===== src/verilog/ldr_pkg.sv =====
// Shared constants and types of the loopback diagnostic register bank.
// Assumes a single 250 MHz core clock that also paces the transmit FIFO.
package ldr_pkg;

  // ********************************
  // Register map
  // ********************************
  localparam int REG_AW = 8;
  localparam int REG_DW = 8;
  localparam logic [7:0] FIFO_CTL_OFS = 8'h03;
  localparam logic [7:0] DIAG_CTL_OFS = 8'h05;
  localparam logic [7:0] DEV_ID_OFS = 8'h3e;
  localparam logic [7:0] REV_ID_OFS = 8'h3f;

  // ********************************
  // Field positions and reset values
  // ********************************
  localparam int PAR_LOOP_BIT = 0;
  localparam int SER_LOOP_BIT = 1;
  localparam int LOC_LOOP_BIT = 2;
  localparam int LOOP_CTL_W = 3;
  localparam int FLUSH_REQ_BIT = 0;
  localparam int FLUSH_BUSY_BIT = 1;
  localparam logic [2:0] LOOP_CTL_RST = 3'h0;
  localparam logic FLUSH_REQ_RST = 1'b0;
  localparam logic [7:0] RDATA_RST = 8'h00;

  // ********************************
  // Timing
  // ********************************
  localparam int CLK_PERIOD_NS = 4;
  // Transmit parallel output clock runs at the core rate here
  localparam int TXPCLK_PERIOD_NS = 4;
  localparam int FLUSH_MIN_TXPCLK = 8;
  localparam int FLUSH_MAX_TXPCLK = 10;
  // Longest time rounds down to whole core cycles
  localparam int FLUSH_MAX_CYC =
    (FLUSH_MAX_TXPCLK * TXPCLK_PERIOD_NS) / CLK_PERIOD_NS;
  // Busy drops this many cycles after the request falls
  localparam int FLUSH_DONE_CYC = FLUSH_MAX_CYC;
  localparam int FLUSH_CNT_W = 4;

  // ********************************
  // Types
  // ********************************
  typedef enum logic [1:0] {
    FL_IDLE = 2'b00,
    FL_HOLD = 2'b01,
    FL_DRAIN = 2'b10
  } ldr_flush_state_type;

endpackage


===== src/verilog/ldr_rx_buf2.sv =====
// Two-entry valid/ready buffer in front of the parallel receive output.
// Assumes one clock and a synchronous active-high reset.
`timescale 1ns/1ns
module ldr_rx_buf2 import ldr_pkg::*; #(
  parameter int WIDTH = 4
) (
  input wire logic i_clk,
  input wire logic i_srst,
  input wire logic i_in_valid,
  input wire logic [WIDTH-1:0] i_in_data,
  output logic o_in_ready,
  output logic o_out_valid,
  output logic [WIDTH-1:0] o_out_data,
  input wire logic i_out_ready
);

  logic [1:0] cnt_reg;
  logic [1:0] cnt_next;
  logic in_ready_reg;
  logic out_valid_reg;
  logic [WIDTH-1:0] head_reg;
  logic [WIDTH-1:0] tail_reg;
  logic push;
  logic pop;

  if (WIDTH < 1) begin : g_bad_width
    $error("ldr_rx_buf2: WIDTH must be at least 1");
  end

  assign push = i_in_valid & in_ready_reg;
  assign pop = out_valid_reg & i_out_ready;
  assign cnt_next = cnt_reg + {1'b0, push} - {1'b0, pop};

  // Ready and valid are registered from the next count, so both ends
  // see honest full and empty without a combinational path through.
  always_ff @(posedge i_clk) begin
    if (i_srst) begin
      cnt_reg <= 2'h0;
      in_ready_reg <= 1'b1;
      out_valid_reg <= 1'b0;
    end else begin
      cnt_reg <= cnt_next;
      in_ready_reg <= (cnt_next != 2'h2);
      out_valid_reg <= (cnt_next != 2'h0);
    end
  end

  always_ff @(posedge i_clk) begin
    if (i_srst) begin
      head_reg <= '0;
      tail_reg <= '0;
    end else begin
      if (pop && cnt_reg == 2'h2) begin
        head_reg <= tail_reg;
      end
      if (push) begin
        if (cnt_reg == 2'h0 || (cnt_reg == 2'h1 && pop)) begin
          head_reg <= i_in_data;
        end else begin
          tail_reg <= i_in_data;
        end
      end
    end
  end

  assign o_in_ready = in_ready_reg;
  assign o_out_valid = out_valid_reg;
  assign o_out_data = head_reg;

endmodule


===== src/verilog/ldr_top.sv =====
// Loopback diagnostic control and identification registers of a serial
// transceiver, with the digital transmit and receive paths they steer.
// Assumes the register master keeps the strobe protocol and that the
// serial pins are sampled synchronously to i_clk.
//
// How it works
// - Setting the local loop bit sends parallel transmit input words to the parallel receive output.
// - While the local loop runs without either remote loop, the serial transmit output still carries the transmit path.
// - Setting the serial remote loop bit copies the serial input straight to the serial output.
// - During the serial remote loop the parallel receive output keeps carrying recovered words unless the local loop is also set.
// - Setting the parallel remote loop bit routes deserialized words through the transmit FIFO and serializer.
// - During the parallel remote loop the parallel receive output keeps carrying recovered words unless the local loop is also set.
// - The local and serial remote loops may be enabled together as a dual loop.
// - A read-only device identification byte identifies the silicon.
// - A separate read-only revision byte shows the silicon revision.
// - The FIFO flush completes within eight to ten transmit clock cycles after the flush bit falls.
`timescale 1ns/1ns
module ldr_top import ldr_pkg::*; #(
  parameter int DATA_W = 4,
  parameter int TX_FIFO_DEPTH = 4,
  // Arbitrary identification values
  parameter logic [7:0] DEVICE_IDENTIFICATION = 8'h5a,
  parameter logic [7:0] SILICON_REVISION = 8'h0a
) (
  input wire logic i_clk,
  input wire logic i_srst,
  input wire logic [REG_AW-1:0] i_reg_addr,
  input wire logic [REG_DW-1:0] i_reg_wdata,
  input wire logic i_reg_wr,
  input wire logic i_reg_rd,
  output logic [REG_DW-1:0] o_reg_rdata,
  input wire logic [DATA_W-1:0] i_tx_par_data,
  input wire logic i_tx_par_valid,
  output logic o_tx_par_ready,
  output logic [DATA_W-1:0] o_rx_par_data,
  output logic o_rx_par_valid,
  input wire logic i_rx_par_ready,
  input wire logic i_rx_ser,
  input wire logic i_rx_ser_valid,
  output logic o_rx_ser_ready,
  output logic o_tx_ser,
  output logic o_tx_ser_valid
);

  localparam int FAW = $clog2(TX_FIFO_DEPTH);
  localparam int BCW = $clog2(DATA_W + 1);
  localparam logic [BCW-1:0] BITS_FULL = BCW'(DATA_W);
  localparam logic [FAW:0] FIFO_FULL = (FAW+1)'(TX_FIFO_DEPTH);
  localparam logic [FLUSH_CNT_W-1:0] FLUSH_LOAD =
    FLUSH_CNT_W'(FLUSH_DONE_CYC - 2);
  localparam int A_FLUSH_MIN = FLUSH_MIN_TXPCLK;
  localparam int A_FLUSH_MAX = FLUSH_DONE_CYC;

  // Shifters slice [DATA_W-2:0], so a one-bit word cannot be served
  if (DATA_W < 2 || DATA_W > 8 || TX_FIFO_DEPTH < 2 ||
      (TX_FIFO_DEPTH & (TX_FIFO_DEPTH - 1)) != 0 ||
      FLUSH_DONE_CYC < 2 || FLUSH_DONE_CYC > 15) begin : g_bad_param
    $error("ldr_top: unsupported parameter values");
  end

  // ********************************
  // Registers
  // ********************************
  logic [LOOP_CTL_W-1:0] loop_ctl_reg;
  logic flush_req_reg;
  logic [REG_DW-1:0] rdata_reg;
  logic [REG_DW-1:0] rdata_next;
  logic loc_en;
  logic ser_en;
  logic par_en;
  logic flush_busy;

  assign loc_en = loop_ctl_reg[LOC_LOOP_BIT];
  assign ser_en = loop_ctl_reg[SER_LOOP_BIT];
  assign par_en = loop_ctl_reg[PAR_LOOP_BIT];

  // Only the low bits are stored; the rest of a write is dropped.
  always_ff @(posedge i_clk) begin
    if (i_srst) begin
      loop_ctl_reg <= LOOP_CTL_RST;
    end else if (i_reg_wr && i_reg_addr == DIAG_CTL_OFS) begin
      loop_ctl_reg <= i_reg_wdata[LOOP_CTL_W-1:0];
    end
  end

  always_ff @(posedge i_clk) begin
    if (i_srst) begin
      flush_req_reg <= FLUSH_REQ_RST;
    end else if (i_reg_wr && i_reg_addr == FIFO_CTL_OFS) begin
      flush_req_reg <= i_reg_wdata[FLUSH_REQ_BIT];
    end
  end

  always_comb begin
    rdata_next = RDATA_RST;
    case (i_reg_addr)
      DIAG_CTL_OFS: rdata_next[LOOP_CTL_W-1:0] = loop_ctl_reg;
      FIFO_CTL_OFS: begin
        rdata_next[FLUSH_REQ_BIT] = flush_req_reg;
        rdata_next[FLUSH_BUSY_BIT] = flush_busy;
      end
      DEV_ID_OFS: rdata_next = DEVICE_IDENTIFICATION;
      REV_ID_OFS: rdata_next = SILICON_REVISION;
      default: rdata_next = RDATA_RST;
    endcase
  end

  // Read data stand only in the cycle after the strobe.
  always_ff @(posedge i_clk) begin
    if (i_srst) begin
      rdata_reg <= RDATA_RST;
    end else if (i_reg_rd) begin
      rdata_reg <= rdata_next;
    end else begin
      rdata_reg <= RDATA_RST;
    end
  end

  // ********************************
  // FIFO flush sequencer
  // ********************************
  ldr_flush_state_type fl_state_reg;
  logic [FLUSH_CNT_W-1:0] fl_cnt_reg;

  // The FIFO is held empty from the request until the drain ends, so a
  // write landing mid-flush cannot leave a stale word behind.
  always_ff @(posedge i_clk) begin
    if (i_srst) begin
      fl_state_reg <= FL_IDLE;
      fl_cnt_reg <= '0;
    end else begin
      case (fl_state_reg)
        FL_IDLE: begin
          if (flush_req_reg) begin
            fl_state_reg <= FL_HOLD;
          end
        end
        FL_HOLD: begin
          if (!flush_req_reg) begin
            fl_state_reg <= FL_DRAIN;
            fl_cnt_reg <= FLUSH_LOAD;
          end
        end
        FL_DRAIN: begin
          if (flush_req_reg) begin
            fl_state_reg <= FL_HOLD;
          end else if (fl_cnt_reg == '0) begin
            fl_state_reg <= FL_IDLE;
          end else begin
            fl_cnt_reg <= fl_cnt_reg - 1'b1;
          end
        end
        default: fl_state_reg <= FL_IDLE;
      endcase
    end
  end

  assign flush_busy = (fl_state_reg != FL_IDLE) || flush_req_reg;

  // ********************************
  // Serial to parallel conversion
  // ********************************
  logic [DATA_W-1:0] deser_reg;
  logic [BCW-1:0] deser_cnt_reg;
  logic [BCW-1:0] deser_cnt_next;
  logic rx_ser_ready_reg;
  logic deser_full;
  logic deser_push;
  logic rx_bit_acc;
  logic buf_in_ready;
  logic buf_in_valid;
  logic [DATA_W-1:0] buf_in_data;
  logic [FAW:0] fifo_cnt_reg;
  logic fifo_room;

  assign fifo_room = (fifo_cnt_reg != FIFO_FULL);
  assign deser_full = (deser_cnt_reg == BITS_FULL);
  assign rx_bit_acc = i_rx_ser_valid & rx_ser_ready_reg;
  // Recovered words keep flowing to the receive side in both remote loops;
  // under the local loop they are dropped there.
  assign deser_push = deser_full &&
    (loc_en || buf_in_ready) &&
    (!par_en || fifo_room || flush_busy);

  always_comb begin
    deser_cnt_next = deser_cnt_reg;
    if (deser_push) begin
      deser_cnt_next = '0;
    end else if (rx_bit_acc) begin
      deser_cnt_next = deser_cnt_reg + 1'b1;
    end
  end

  always_ff @(posedge i_clk) begin
    if (i_srst) begin
      deser_reg <= '0;
      deser_cnt_reg <= '0;
      rx_ser_ready_reg <= 1'b1;
    end else begin
      deser_cnt_reg <= deser_cnt_next;
      rx_ser_ready_reg <= (deser_cnt_next != BITS_FULL);
      if (rx_bit_acc) begin
        deser_reg <= {deser_reg[DATA_W-2:0], i_rx_ser};
      end
    end
  end

  // ********************************
  // Parallel receive output buffer
  // ********************************
  logic tx_side_ok_reg;
  logic tx_acc;

  assign tx_acc = i_tx_par_valid & o_tx_par_ready;
  // Local loop swaps the receive source for the transmit input.
  assign buf_in_valid = loc_en ? tx_acc : deser_push;
  assign buf_in_data = loc_en ? i_tx_par_data : deser_reg;

  ldr_rx_buf2 #(
    .WIDTH(DATA_W)
  ) u_rx_buf (
    .i_clk(i_clk),
    .i_srst(i_srst),
    .i_in_valid(buf_in_valid),
    .i_in_data(buf_in_data),
    .o_in_ready(buf_in_ready),
    .o_out_valid(o_rx_par_valid),
    .o_out_data(o_rx_par_data),
    .i_out_ready(i_rx_par_ready)
  );

  // ********************************
  // Transmit FIFO
  // ********************************
  logic [DATA_W-1:0] fifo_mem [TX_FIFO_DEPTH];
  logic [FAW-1:0] fifo_wp_reg;
  logic [FAW-1:0] fifo_rp_reg;
  logic [FAW:0] fifo_cnt_next;
  logic fifo_wr;
  logic fifo_rd;
  logic [DATA_W-1:0] fifo_wdata;
  logic [BCW-1:0] parallel_to_serial_conv_cnt_reg;

  // Parallel remote loop feeds the FIFO from the deserializer.
  assign fifo_wr = !flush_busy &&
    (par_en ? deser_push : tx_acc);
  assign fifo_wdata = par_en ? deser_reg : i_tx_par_data;
  assign fifo_rd = !flush_busy && fifo_cnt_reg != '0 &&
    parallel_to_serial_conv_cnt_reg <= BCW'(1);

  always_comb begin
    fifo_cnt_next = fifo_cnt_reg + {{FAW{1'b0}}, fifo_wr} -
      {{FAW{1'b0}}, fifo_rd};
    if (flush_busy) begin
      fifo_cnt_next = '0;
    end
  end

  always_ff @(posedge i_clk) begin
    if (i_srst || flush_busy) begin
      fifo_wp_reg <= '0;
      fifo_rp_reg <= '0;
      fifo_cnt_reg <= '0;
    end else begin
      fifo_cnt_reg <= fifo_cnt_next;
      if (fifo_wr) begin
        fifo_wp_reg <= fifo_wp_reg + 1'b1;
      end
      if (fifo_rd) begin
        fifo_rp_reg <= fifo_rp_reg + 1'b1;
      end
    end
  end

  always_ff @(posedge i_clk) begin
    if (fifo_wr) begin
      fifo_mem[fifo_wp_reg] <= fifo_wdata;
    end
  end

  // Transmit input is refused from the second cycle of the parallel remote loop
  // or of a flush, so a word taken in the first cycle never reaches the FIFO;
  // a write the full FIFO cannot take is refused in time, from the next count.
  always_ff @(posedge i_clk) begin
    if (i_srst) begin
      tx_side_ok_reg <= 1'b0;
    end else begin
      tx_side_ok_reg <= !par_en && !flush_busy &&
        (fifo_cnt_next != FIFO_FULL);
    end
  end

  assign o_tx_par_ready = tx_side_ok_reg & (!loc_en | buf_in_ready);

  // ********************************
  // Parallel to serial conversion
  // ********************************
  logic [DATA_W-1:0] parallel_to_serial_conv_reg;
  logic tx_ser_reg;
  logic tx_ser_valid_reg;

  // Reloads on the last bit so words leave back to back.
  always_ff @(posedge i_clk) begin
    if (i_srst) begin
      parallel_to_serial_conv_reg <= '0;
      parallel_to_serial_conv_cnt_reg <= '0;
    end else if (fifo_rd) begin
      parallel_to_serial_conv_reg <= fifo_mem[fifo_rp_reg];
      parallel_to_serial_conv_cnt_reg <= BITS_FULL;
    end else if (parallel_to_serial_conv_cnt_reg != '0) begin
      parallel_to_serial_conv_reg <= {parallel_to_serial_conv_reg[DATA_W-2:0], 1'b0};
      parallel_to_serial_conv_cnt_reg <= parallel_to_serial_conv_cnt_reg - 1'b1;
    end
  end

  // Serial remote loop bypasses the serializer entirely.
  always_ff @(posedge i_clk) begin
    if (i_srst) begin
      tx_ser_reg <= 1'b0;
      tx_ser_valid_reg <= 1'b0;
    end else if (ser_en) begin
      tx_ser_reg <= i_rx_ser;
      tx_ser_valid_reg <= i_rx_ser_valid;
    end else begin
      tx_ser_reg <= parallel_to_serial_conv_reg[DATA_W-1];
      tx_ser_valid_reg <= (parallel_to_serial_conv_cnt_reg != '0);
    end
  end

  assign o_tx_ser = tx_ser_reg;
  assign o_tx_ser_valid = tx_ser_valid_reg;
  assign o_rx_ser_ready = rx_ser_ready_reg;
  assign o_reg_rdata = rdata_reg;

  // ********************************
  // Assertions
  // ********************************
  a_local_loop_data: assert property (
    @(posedge i_clk) disable iff (i_srst)
    loc_en && tx_acc |-> buf_in_valid && buf_in_data == i_tx_par_data)
    else $error("local loop word not sent to receive side");

  a_local_tx_kept: assert property (
    @(posedge i_clk) disable iff (i_srst)
    loc_en && !par_en && !flush_busy && tx_acc |-> fifo_wr)
    else $error("local loop dropped the transmit path");

  a_serial_loop_out: assert property (
    @(posedge i_clk) disable iff (i_srst)
    ser_en && $past(ser_en) |->
      o_tx_ser == $past(i_rx_ser) &&
      o_tx_ser_valid == $past(i_rx_ser_valid))
    else $error("serial remote loop output mismatch");

  a_serial_rx_kept: assert property (
    @(posedge i_clk) disable iff (i_srst)
    ser_en && !loc_en && deser_push |->
      buf_in_valid && buf_in_data == deser_reg)
    else $error("receive words lost in serial loop");

  a_par_loop_fifo: assert property (
    @(posedge i_clk) disable iff (i_srst)
    par_en && !flush_busy && deser_push |->
      fifo_wr && fifo_wdata == deser_reg)
    else $error("parallel loop word not sent to FIFO");

  a_par_rx_kept: assert property (
    @(posedge i_clk) disable iff (i_srst)
    par_en && !loc_en && deser_full && buf_in_ready |-> buf_in_valid)
    else $error("receive words lost in parallel loop");

  a_dual_loop: assert property (
    @(posedge i_clk) disable iff (i_srst)
    loc_en && ser_en && tx_acc |->
      buf_in_valid ##1 o_tx_ser == $past(i_rx_ser))
    else $error("dual loop not working");

  a_device_identification_read: assert property (
    @(posedge i_clk) disable iff (i_srst)
    i_reg_rd && i_reg_addr == DEV_ID_OFS |=> o_reg_rdata == DEVICE_IDENTIFICATION)
    else $error("device_identification read wrong");

  a_revision_read: assert property (
    @(posedge i_clk) disable iff (i_srst)
    i_reg_rd && i_reg_addr == REV_ID_OFS |=> o_reg_rdata == SILICON_REVISION)
    else $error("silicon_revision read wrong");

  a_flush_done_time: assert property (
    @(posedge i_clk) disable iff (i_srst)
    $fell(flush_req_reg) && !i_reg_wr |->
      ##[A_FLUSH_MIN:A_FLUSH_MAX] !flush_busy)
    else $error("flush did not finish in time");

  a_flush_empties: assert property (
    @(posedge i_clk) disable iff (i_srst)
    flush_busy |-> !fifo_wr && !fifo_rd ##1 fifo_cnt_reg == '0)
    else $error("FIFO not held empty while flushing");

  a_reset_clears: assert property (
    @(posedge i_clk)
    i_srst |=> loop_ctl_reg == LOOP_CTL_RST)
    else $error("loop bits not cleared by reset");

  a_unused_zero: assert property (
    @(posedge i_clk) disable iff (i_srst)
    i_reg_rd && i_reg_addr == DIAG_CTL_OFS |=>
      o_reg_rdata[REG_DW-1:LOOP_CTL_W] == '0)
    else $error("unused control bits read nonzero");

endmodule

===== config.mk =====
export PLATFORM = sky130hd
export DESIGN_NAME = ldr_top
export DESIGN_NICKNAME = d
export VERILOG_FILES = /design/src/verilog/ldr_pkg.sv /design/src/verilog/ldr_rx_buf2.sv /design/src/verilog/ldr_top.sv
export SDC_FILE = /design/constraint.sdc
export NUM_CORES = 1
export LEC_CHECK = 0
export ABC_AREA = 1
export BUFFER_PORTS_ARGS = -buffer_cell sky130_fd_sc_hd__buf_2
export CAP_MARGIN = 20
export CORE_ASPECT_RATIO = 0.6
export CORE_MARGIN = 3
export CORE_UTILIZATION = 50
export CTS_CLUSTER_DIAMETER = 150
export DETAILED_ROUTE_END_ITERATION = 8
export GPL_TIMING_DRIVEN = 0
export HOLD_SLACK_MARGIN = 0.02
export PLACE_DENSITY = 0.79
export SLEW_MARGIN = 0
export SYNTH_ARGS = -nofsm -noshare
export SYNTH_HDL_FRONTEND = slang
export SYNTH_HIERARCHICAL = 1
export SYNTH_SLANG_ARGS = --single-unit

===== constraint.sdc =====
create_clock -name i_clk -period 2.6 [get_ports i_clk]
set_input_delay 0.13 -clock i_clk [delete_from_list [all_inputs] [get_ports i_clk]]
set_output_delay 0.13 -clock i_clk [all_outputs]
set_load 0.05 [all_outputs]

Yosys cells after proc, flatten, opt, wreduce, memory -nomap -nowiden:

Memory sizes are Yosys's and may differ from the RTL's. A register that Yosys moved wholly into a read port is not among the register bits.
Cells that the tools add are included.

* multiplexer cells: 31
* $add $sub $neg: 9
* order comparisons: 1
* reduce and logical (&&, ||, !) cells: 36
* bitwise gates (word level): 9
* equality and inequality tests: 18

Operators with widths (number)
* $mux 4: 10
* $eq 8x6->1 const B: 2
* $pmux 4 s2: 2
* $mux 3: 5
* $mux 2: 6
* $ne 3x3->1 const B: 4
* $pmux 2 s3: 2
* $logic_and 1x1->1: 11
* $ne 2x2->1 const B: 5
* $eq 8x2->1 const B: 1
* $eq 8x3->1 const B: 1
* $reduce_bool 2->1: 4
* $logic_or 1x1->1: 6
* $mux 1: 6
* $reduce_bool 3->1: 2
* $reduce_or 2->1: 3
* $and 1x1->1: 5
* $add 2x1->2 const B: 2
* $eq 2x1->1 const B: 2
* $eq 2x2->1 const B: 2
* $logic_not 2->1: 2
* $logic_not 4->1: 1
* $reduce_and 4->1: 1
* $sub 4x1->4 const B: 1
* other kinds (14): 18

* bits in registers: 55
* output and inout port bits: 17
* memories kept: 1
* memory bits (writable): 16
* input bits: 28

Memory list
* fifo_mem: words 4, width 4, rd ports 1, clocked after Yosys merged registers in 1, wr ports 1, RTL line ldr_top.sv:235 `logic [DATA_W-1:0] fifo_mem [TX_FIFO_DEPTH];`

Logic depth before layout (Yosys ltp):

* word-level depth: 11
* depth in mapped cells: 16
* mapped depth without buffers: 16

Cells and area by module:

Netlist, hierarchy kept.

By module, submodules not included
* ldr_top: cells an instance 347, instances 1, area each 2793.9 um^2, sequential area each 1321.3 um^2
* ldr_rx_buf2: cells an instance 88, instances 1, area each 620.6 um^2, sequential area each 240.2 um^2

Least setup slack after synthesis:

No wires, ideal clock.

* kind: flip-flop to flip-flop
* start: reg deser_cnt_reg[0]
* end: reg tx_side_ok_reg
* path slack: 0.351 ns
* cell stages (with the launch flop): 16
* data arrival time: 2.125 ns
* cells stage by stage: dfxtp_1 > inv_1 > ha_1 > nand2_1 > a21oi_1 > nand2_2 > nand2_2 > nand2_4 > ha_1 > inv_1 > ha_1 > inv_1 > fa_1 > nand2_1 > nor2_1 > nor3_1

* longest elaborated chain between the ends: 10

RTL lines
* start, declared: RTL line ldr_top.sv:164 `logic [BCW-1:0] deser_cnt_reg;`
* start signal, assigned: RTL line ldr_top.sv:200 `deser_cnt_reg <= deser_cnt_next;`
* $eq 3x3->1: RTL line ldr_top.sv:177 `assign deser_full = (deser_cnt_reg == BITS_FULL);`
* $logic_and 1x1->1: RTL line ldr_top.sv:181 `assign deser_push = deser_full &&`
* $logic_and 1x1->1: RTL line ldr_top.sv:182 `(loc_en || buf_in_ready) &&`
* $mux 1: RTL line ldr_top.sv:246 `(par_en ? deser_push : tx_acc);`
* $logic_and 1x1->1: RTL line ldr_top.sv:245 `assign fifo_wr = !flush_busy &&`
* $add 3x1->3: RTL line ldr_top.sv:252 `fifo_cnt_next = fifo_cnt_reg + {{FAW{1'b0}}, fifo_wr} -`
* $sub 3x1->3: RTL line ldr_top.sv:252
* $mux 3: RTL line ldr_top.sv:254 `if (flush_busy) begin`
* $ne 3x3->1: RTL line ldr_top.sv:289 `(fifo_cnt_next != FIFO_FULL);`
* $logic_and 1x1->1: RTL line ldr_top.sv:288 `tx_side_ok_reg <= !par_en && !flush_busy &&`
* end signal, assigned: RTL line ldr_top.sv:288
* end, declared: RTL line ldr_top.sv:211 `logic tx_side_ok_reg;`

Every way passes these cells.
A chain may end at the register's enable or synchronous reset.

Worst setup path in the final report:

* start: reg loop_ctl_reg[2]
* end: reg tx_side_ok_reg

* longest elaborated chain between the ends: 11

RTL lines
* start, declared: RTL line ldr_top.sv:64 `logic [LOOP_CTL_W-1:0] loop_ctl_reg;`
* start signal, assigned: RTL line ldr_top.sv:82 `loop_ctl_reg <= i_reg_wdata[LOOP_CTL_W-1:0];`
* $logic_not 1->1: RTL line ldr_top.sv:293 `assign o_tx_par_ready = tx_side_ok_reg & (!loc_en | buf_in_ready);`
* $or 1x1->1: RTL line ldr_top.sv:293
* $and 1x1->1: RTL line ldr_top.sv:293
* $and 1x1->1: RTL line ldr_top.sv:214 `assign tx_acc = i_tx_par_valid & o_tx_par_ready;`
* $mux 1 *: RTL line ldr_top.sv:246
* $logic_and 1x1->1 *: RTL line ldr_top.sv:245
* $add 3x1->3 *: RTL line ldr_top.sv:252
* $sub 3x1->3 *: RTL line ldr_top.sv:252
* $mux 3 *: RTL line ldr_top.sv:254
* $ne 3x3->1 *: RTL line ldr_top.sv:289
* $logic_and 1x1->1 *: RTL line ldr_top.sv:288

Every way passes the cells marked *; elsewhere a longest branch is shown, timed or not.

==> metrics.json <==
{
  "finish.net_count": 537,
  "clock_path_buffers": 2,
  "clock-root-buffer": "clkbuf_16",
  "dr.first_iter.drc_count": 177,
  "worstSetupPathType": "flip-flop to flip-flop",
  "fin_hold_ws_ns": 0.09052,
  "max_transition_viols_final": 0,
  "register_with_the_most_flip_flops": "fifo_mem",
  "highest_fanout_seen_on_the_critical_path": 9,
  "routedWlPerCell_um": 13.06,
  "fin_setup_tns_ns": 0,
  "yosys.cell_types.count": 35,
  "route.detailed.vias_per_inst": 5.167,
  "synthesis.yosys.warnings": 6,
  "setup.worst_path.end_class": "flip-flop",
  "drt_first_pass_iters": 5,
  "worst_hold_path_type": "input pin to flip-flop",
  "cts_tree": "done",
  "static-leakage-power_uw": 0.001847,
  "timing.final.ws_setup_ns": 0.1553,
  "groute.usage.overall_pct": 19.85,
  "postSynthRegisterBits": 70,
  "worst_hold_path.num_cells": 3,
  "critical_path_required_ns": 2.84,
  "areaGrowthSynthToFinish_pct": 20.23,
  "die_width_um": 112.7,
  "fmaxAchievable_ghz": 0.4091,
  "clkSlewWorstSetupHoldPaths_ns": 0.05,
  "setup_viol_count_final": 0,
  "fp.dieArea_um2": 7889,
  "dpl_cell_area_um2": 3709,
  "largest_reg_flops": 16,
  "layout-drive-gt1-share_pct": 18.27,
  "start_util_pct": 53.70,
  "irDropWorstVdd_mv": 0.5455,
  "finalCriticalPeriod_ns": 2.445,
  "h-tree-depth": 3,
  "grt_max_degree": 12,
  "finalHoldViolations": 0,
  "wirelength_um": 7602,
  "gp_congestion": 0.8064,
  "synthesis.area_per_instance_um2": 7.849,
  "maxSlewHeadroom_pct": 57.10,
  "critical_path_arrival_ns": 2.68,
  "worst_slew_pin_slew_ns": 0.6368,
  "post-route-cell-area_um2": 4105,
  "coreArea_um2": 6359,
  "finish.cell_count_without_fillers": 582,
  "hpwl_um": 5485,
  "grt.overflow.total": 0,
  "synth_sequential_area_ratio_pct": 45.73,
  "regToRegSetupSlack_ns": 0.16,
  "maxCapViolations": 0,
  "cts_num_sinks": 70,
  "grt_first_pass_wirelength_um": 12540,
  "n_fill_cell": 508,
  "reg2regPathDepth": 14,
  "finalCritPeriodShare_pct": 94.03,
  "dpl.cell_count": 557,
  "synthCells": 435,
  "first_global_vias": 2679,
  "insertion_delay_ns": 0.33,
  "post_synth_instance_area_um2": 3415,
  "drc_errors": 0,
  "place_ws_ns": 0.04414,
  "run_status": "finished, final reports clean",
  "placement.io_buffers": 37,
  "p_per_area_nw_per_um2": 900.3,
  "final_antenna_net_count": 0,
  "placement_rows": 22,
  "worst_clock_skew_ns": 0.004807,
  "n_antenna_cell": 0,
  "detailroute.via_count": 3007,
  "start_kind": "flip-flop",
  "antenna_violations_before_repair": 0,
  "fp.dieH_um": 70.01,
  "tritoncts.num_buffers": 9,
  "num_io_pins": 45
}
## layer usage
layer,wire length [um],GRT usage (%),up-vias
met2,3349,30.64,111
met4,59,4.000,0
met3,631,6.407,7
met1,3563,27.41,1376
li1,-,-,1513
met5,0,0,-
## what timing repair did
action | 4_1_cts | 5_1_grt
gates resized for setup | 0 | 12
buffers inserted | 0 | 7
setup endpoints to repair | 0 | 2
hold buffers | 2 | 0
hold endpoints to repair | 2 | 0
## per-stage QoR
stage               total power (uW)  util, %
floorplan                       2163        -
global placement                2364    58.32
detailed placement              2419    58.32
CTS                             3604    63.11
global route                    3944    64.56
finish                          3696    64.56
## final cells by class
class,count,area (um^2),area share (%)
Clock inverter,4,47.55,1.158
Buffer,10,61.31,1.493
Sequential cell,70,1564,38.10
Timing Repair Buffer,46,257.7,6.279
Clock buffer,12,236.5,5.760
Inverter,63,239.0,5.821
Multi-Input combinational cell,293,1594,38.83
Tap cell,84,105.1,2.560
## power by group
| part | total [uW] | internal (uW) | switching, uW |
|---|---|---|---|
| sequential | 1370 | 1270 | 103 |
| clock | 1170 | 739 | 434 |
| combinational | 1150 | 414 | 735 |
| total | 3700 | 2420 | 1270 |
## placed cells by master, fill, tap and decap left out, drive strengths merged
cell / netlist / final
clkinvlp: 0 / 1
a211oi: 1 / 1
nand2: 87 / 87
buf: 7 / 51
nand3b: 1 / 1
fa: 1 / 1
o31ai: 1 / 1
dfxtp: 54 / 54
nor2: 69 / 69
nor3: 9 / 9
nor3b: 1 / 1
bufinv: 0 / 1
clkinv: 1 / 3
inv: 62 / 62
dlygate4sd3: 0 / 2
ha: 15 / 15
a21boi: 1 / 1
xor2: 4 / 4
a21oi: 25 / 25
clkbuf: 3 / 15
nand3: 22 / 22
edfxtp: 16 / 16
o21ai: 43 / 43
conb: 1 / 2
o21bai: 1 / 1
xnor2: 2 / 2
nand4: 8 / 8
## path summary, 6_finish.rpt
check / start / endpoint
worst min register to register: fl_cnt_reg[0] / fl_cnt_reg[0]
worst max register to register: loop_ctl_reg[2] / tx_side_ok_reg
worst max-delay path: loop_ctl_reg[2] / tx_side_ok_reg
worst min-delay path: i_reg_wdata[2] / loop_ctl_reg[2]
## critical path: stages (launching register included)
cell	delay, ns
dfxtp_1	0.32
buf_6	0.12
inv_1	0.11
a21oi_2	0.17
nand2_2	0.11
nand2_4	0.12
nand2_8	0.07
ha_4	0.26
inv_1	0.04
ha_1	0.17
inv_1	0.08
fa_2	0.45
nand2_1	0.08
nor2_1	0.04
nor3_1	0.19
## cells by family after synthesis
group,share of synthesized area [%]
AO/OA/AOI/OAI,11.29
XOR/XNOR,1.539
adder cells (fa/ha/maj),6.083
buffers and inverters,8.721
flip-flops,45.73
other,0.1098
AND/OR/NAND/NOR,26.53
## synth_stat cells (all sizes together)
cell	number	area (um^2)
nor3	9	45.04
a211oi	1	7.510
o21ai	43	215.2
fa	1	20.02
ha	15	187.7
clkbuf	3	11.26
dfxtp	54	1081
nand2	87	366.6
o21bai	1	7.510
a21oi	25	140.1
nand3	22	110.1
nor3b	1	12.51
edfxtp	16	480.5
buf	7	50.04
clkinv	1	3.750
conb	1	3.750
nand4	8	65.06
inv	62	232.7
xor2	4	35.03
a21boi	1	7.510
nand3b	1	7.510
nor2	69	299.0
o31ai	1	7.510
xnor2	2	17.52
(Power assumes the default switching activity.)
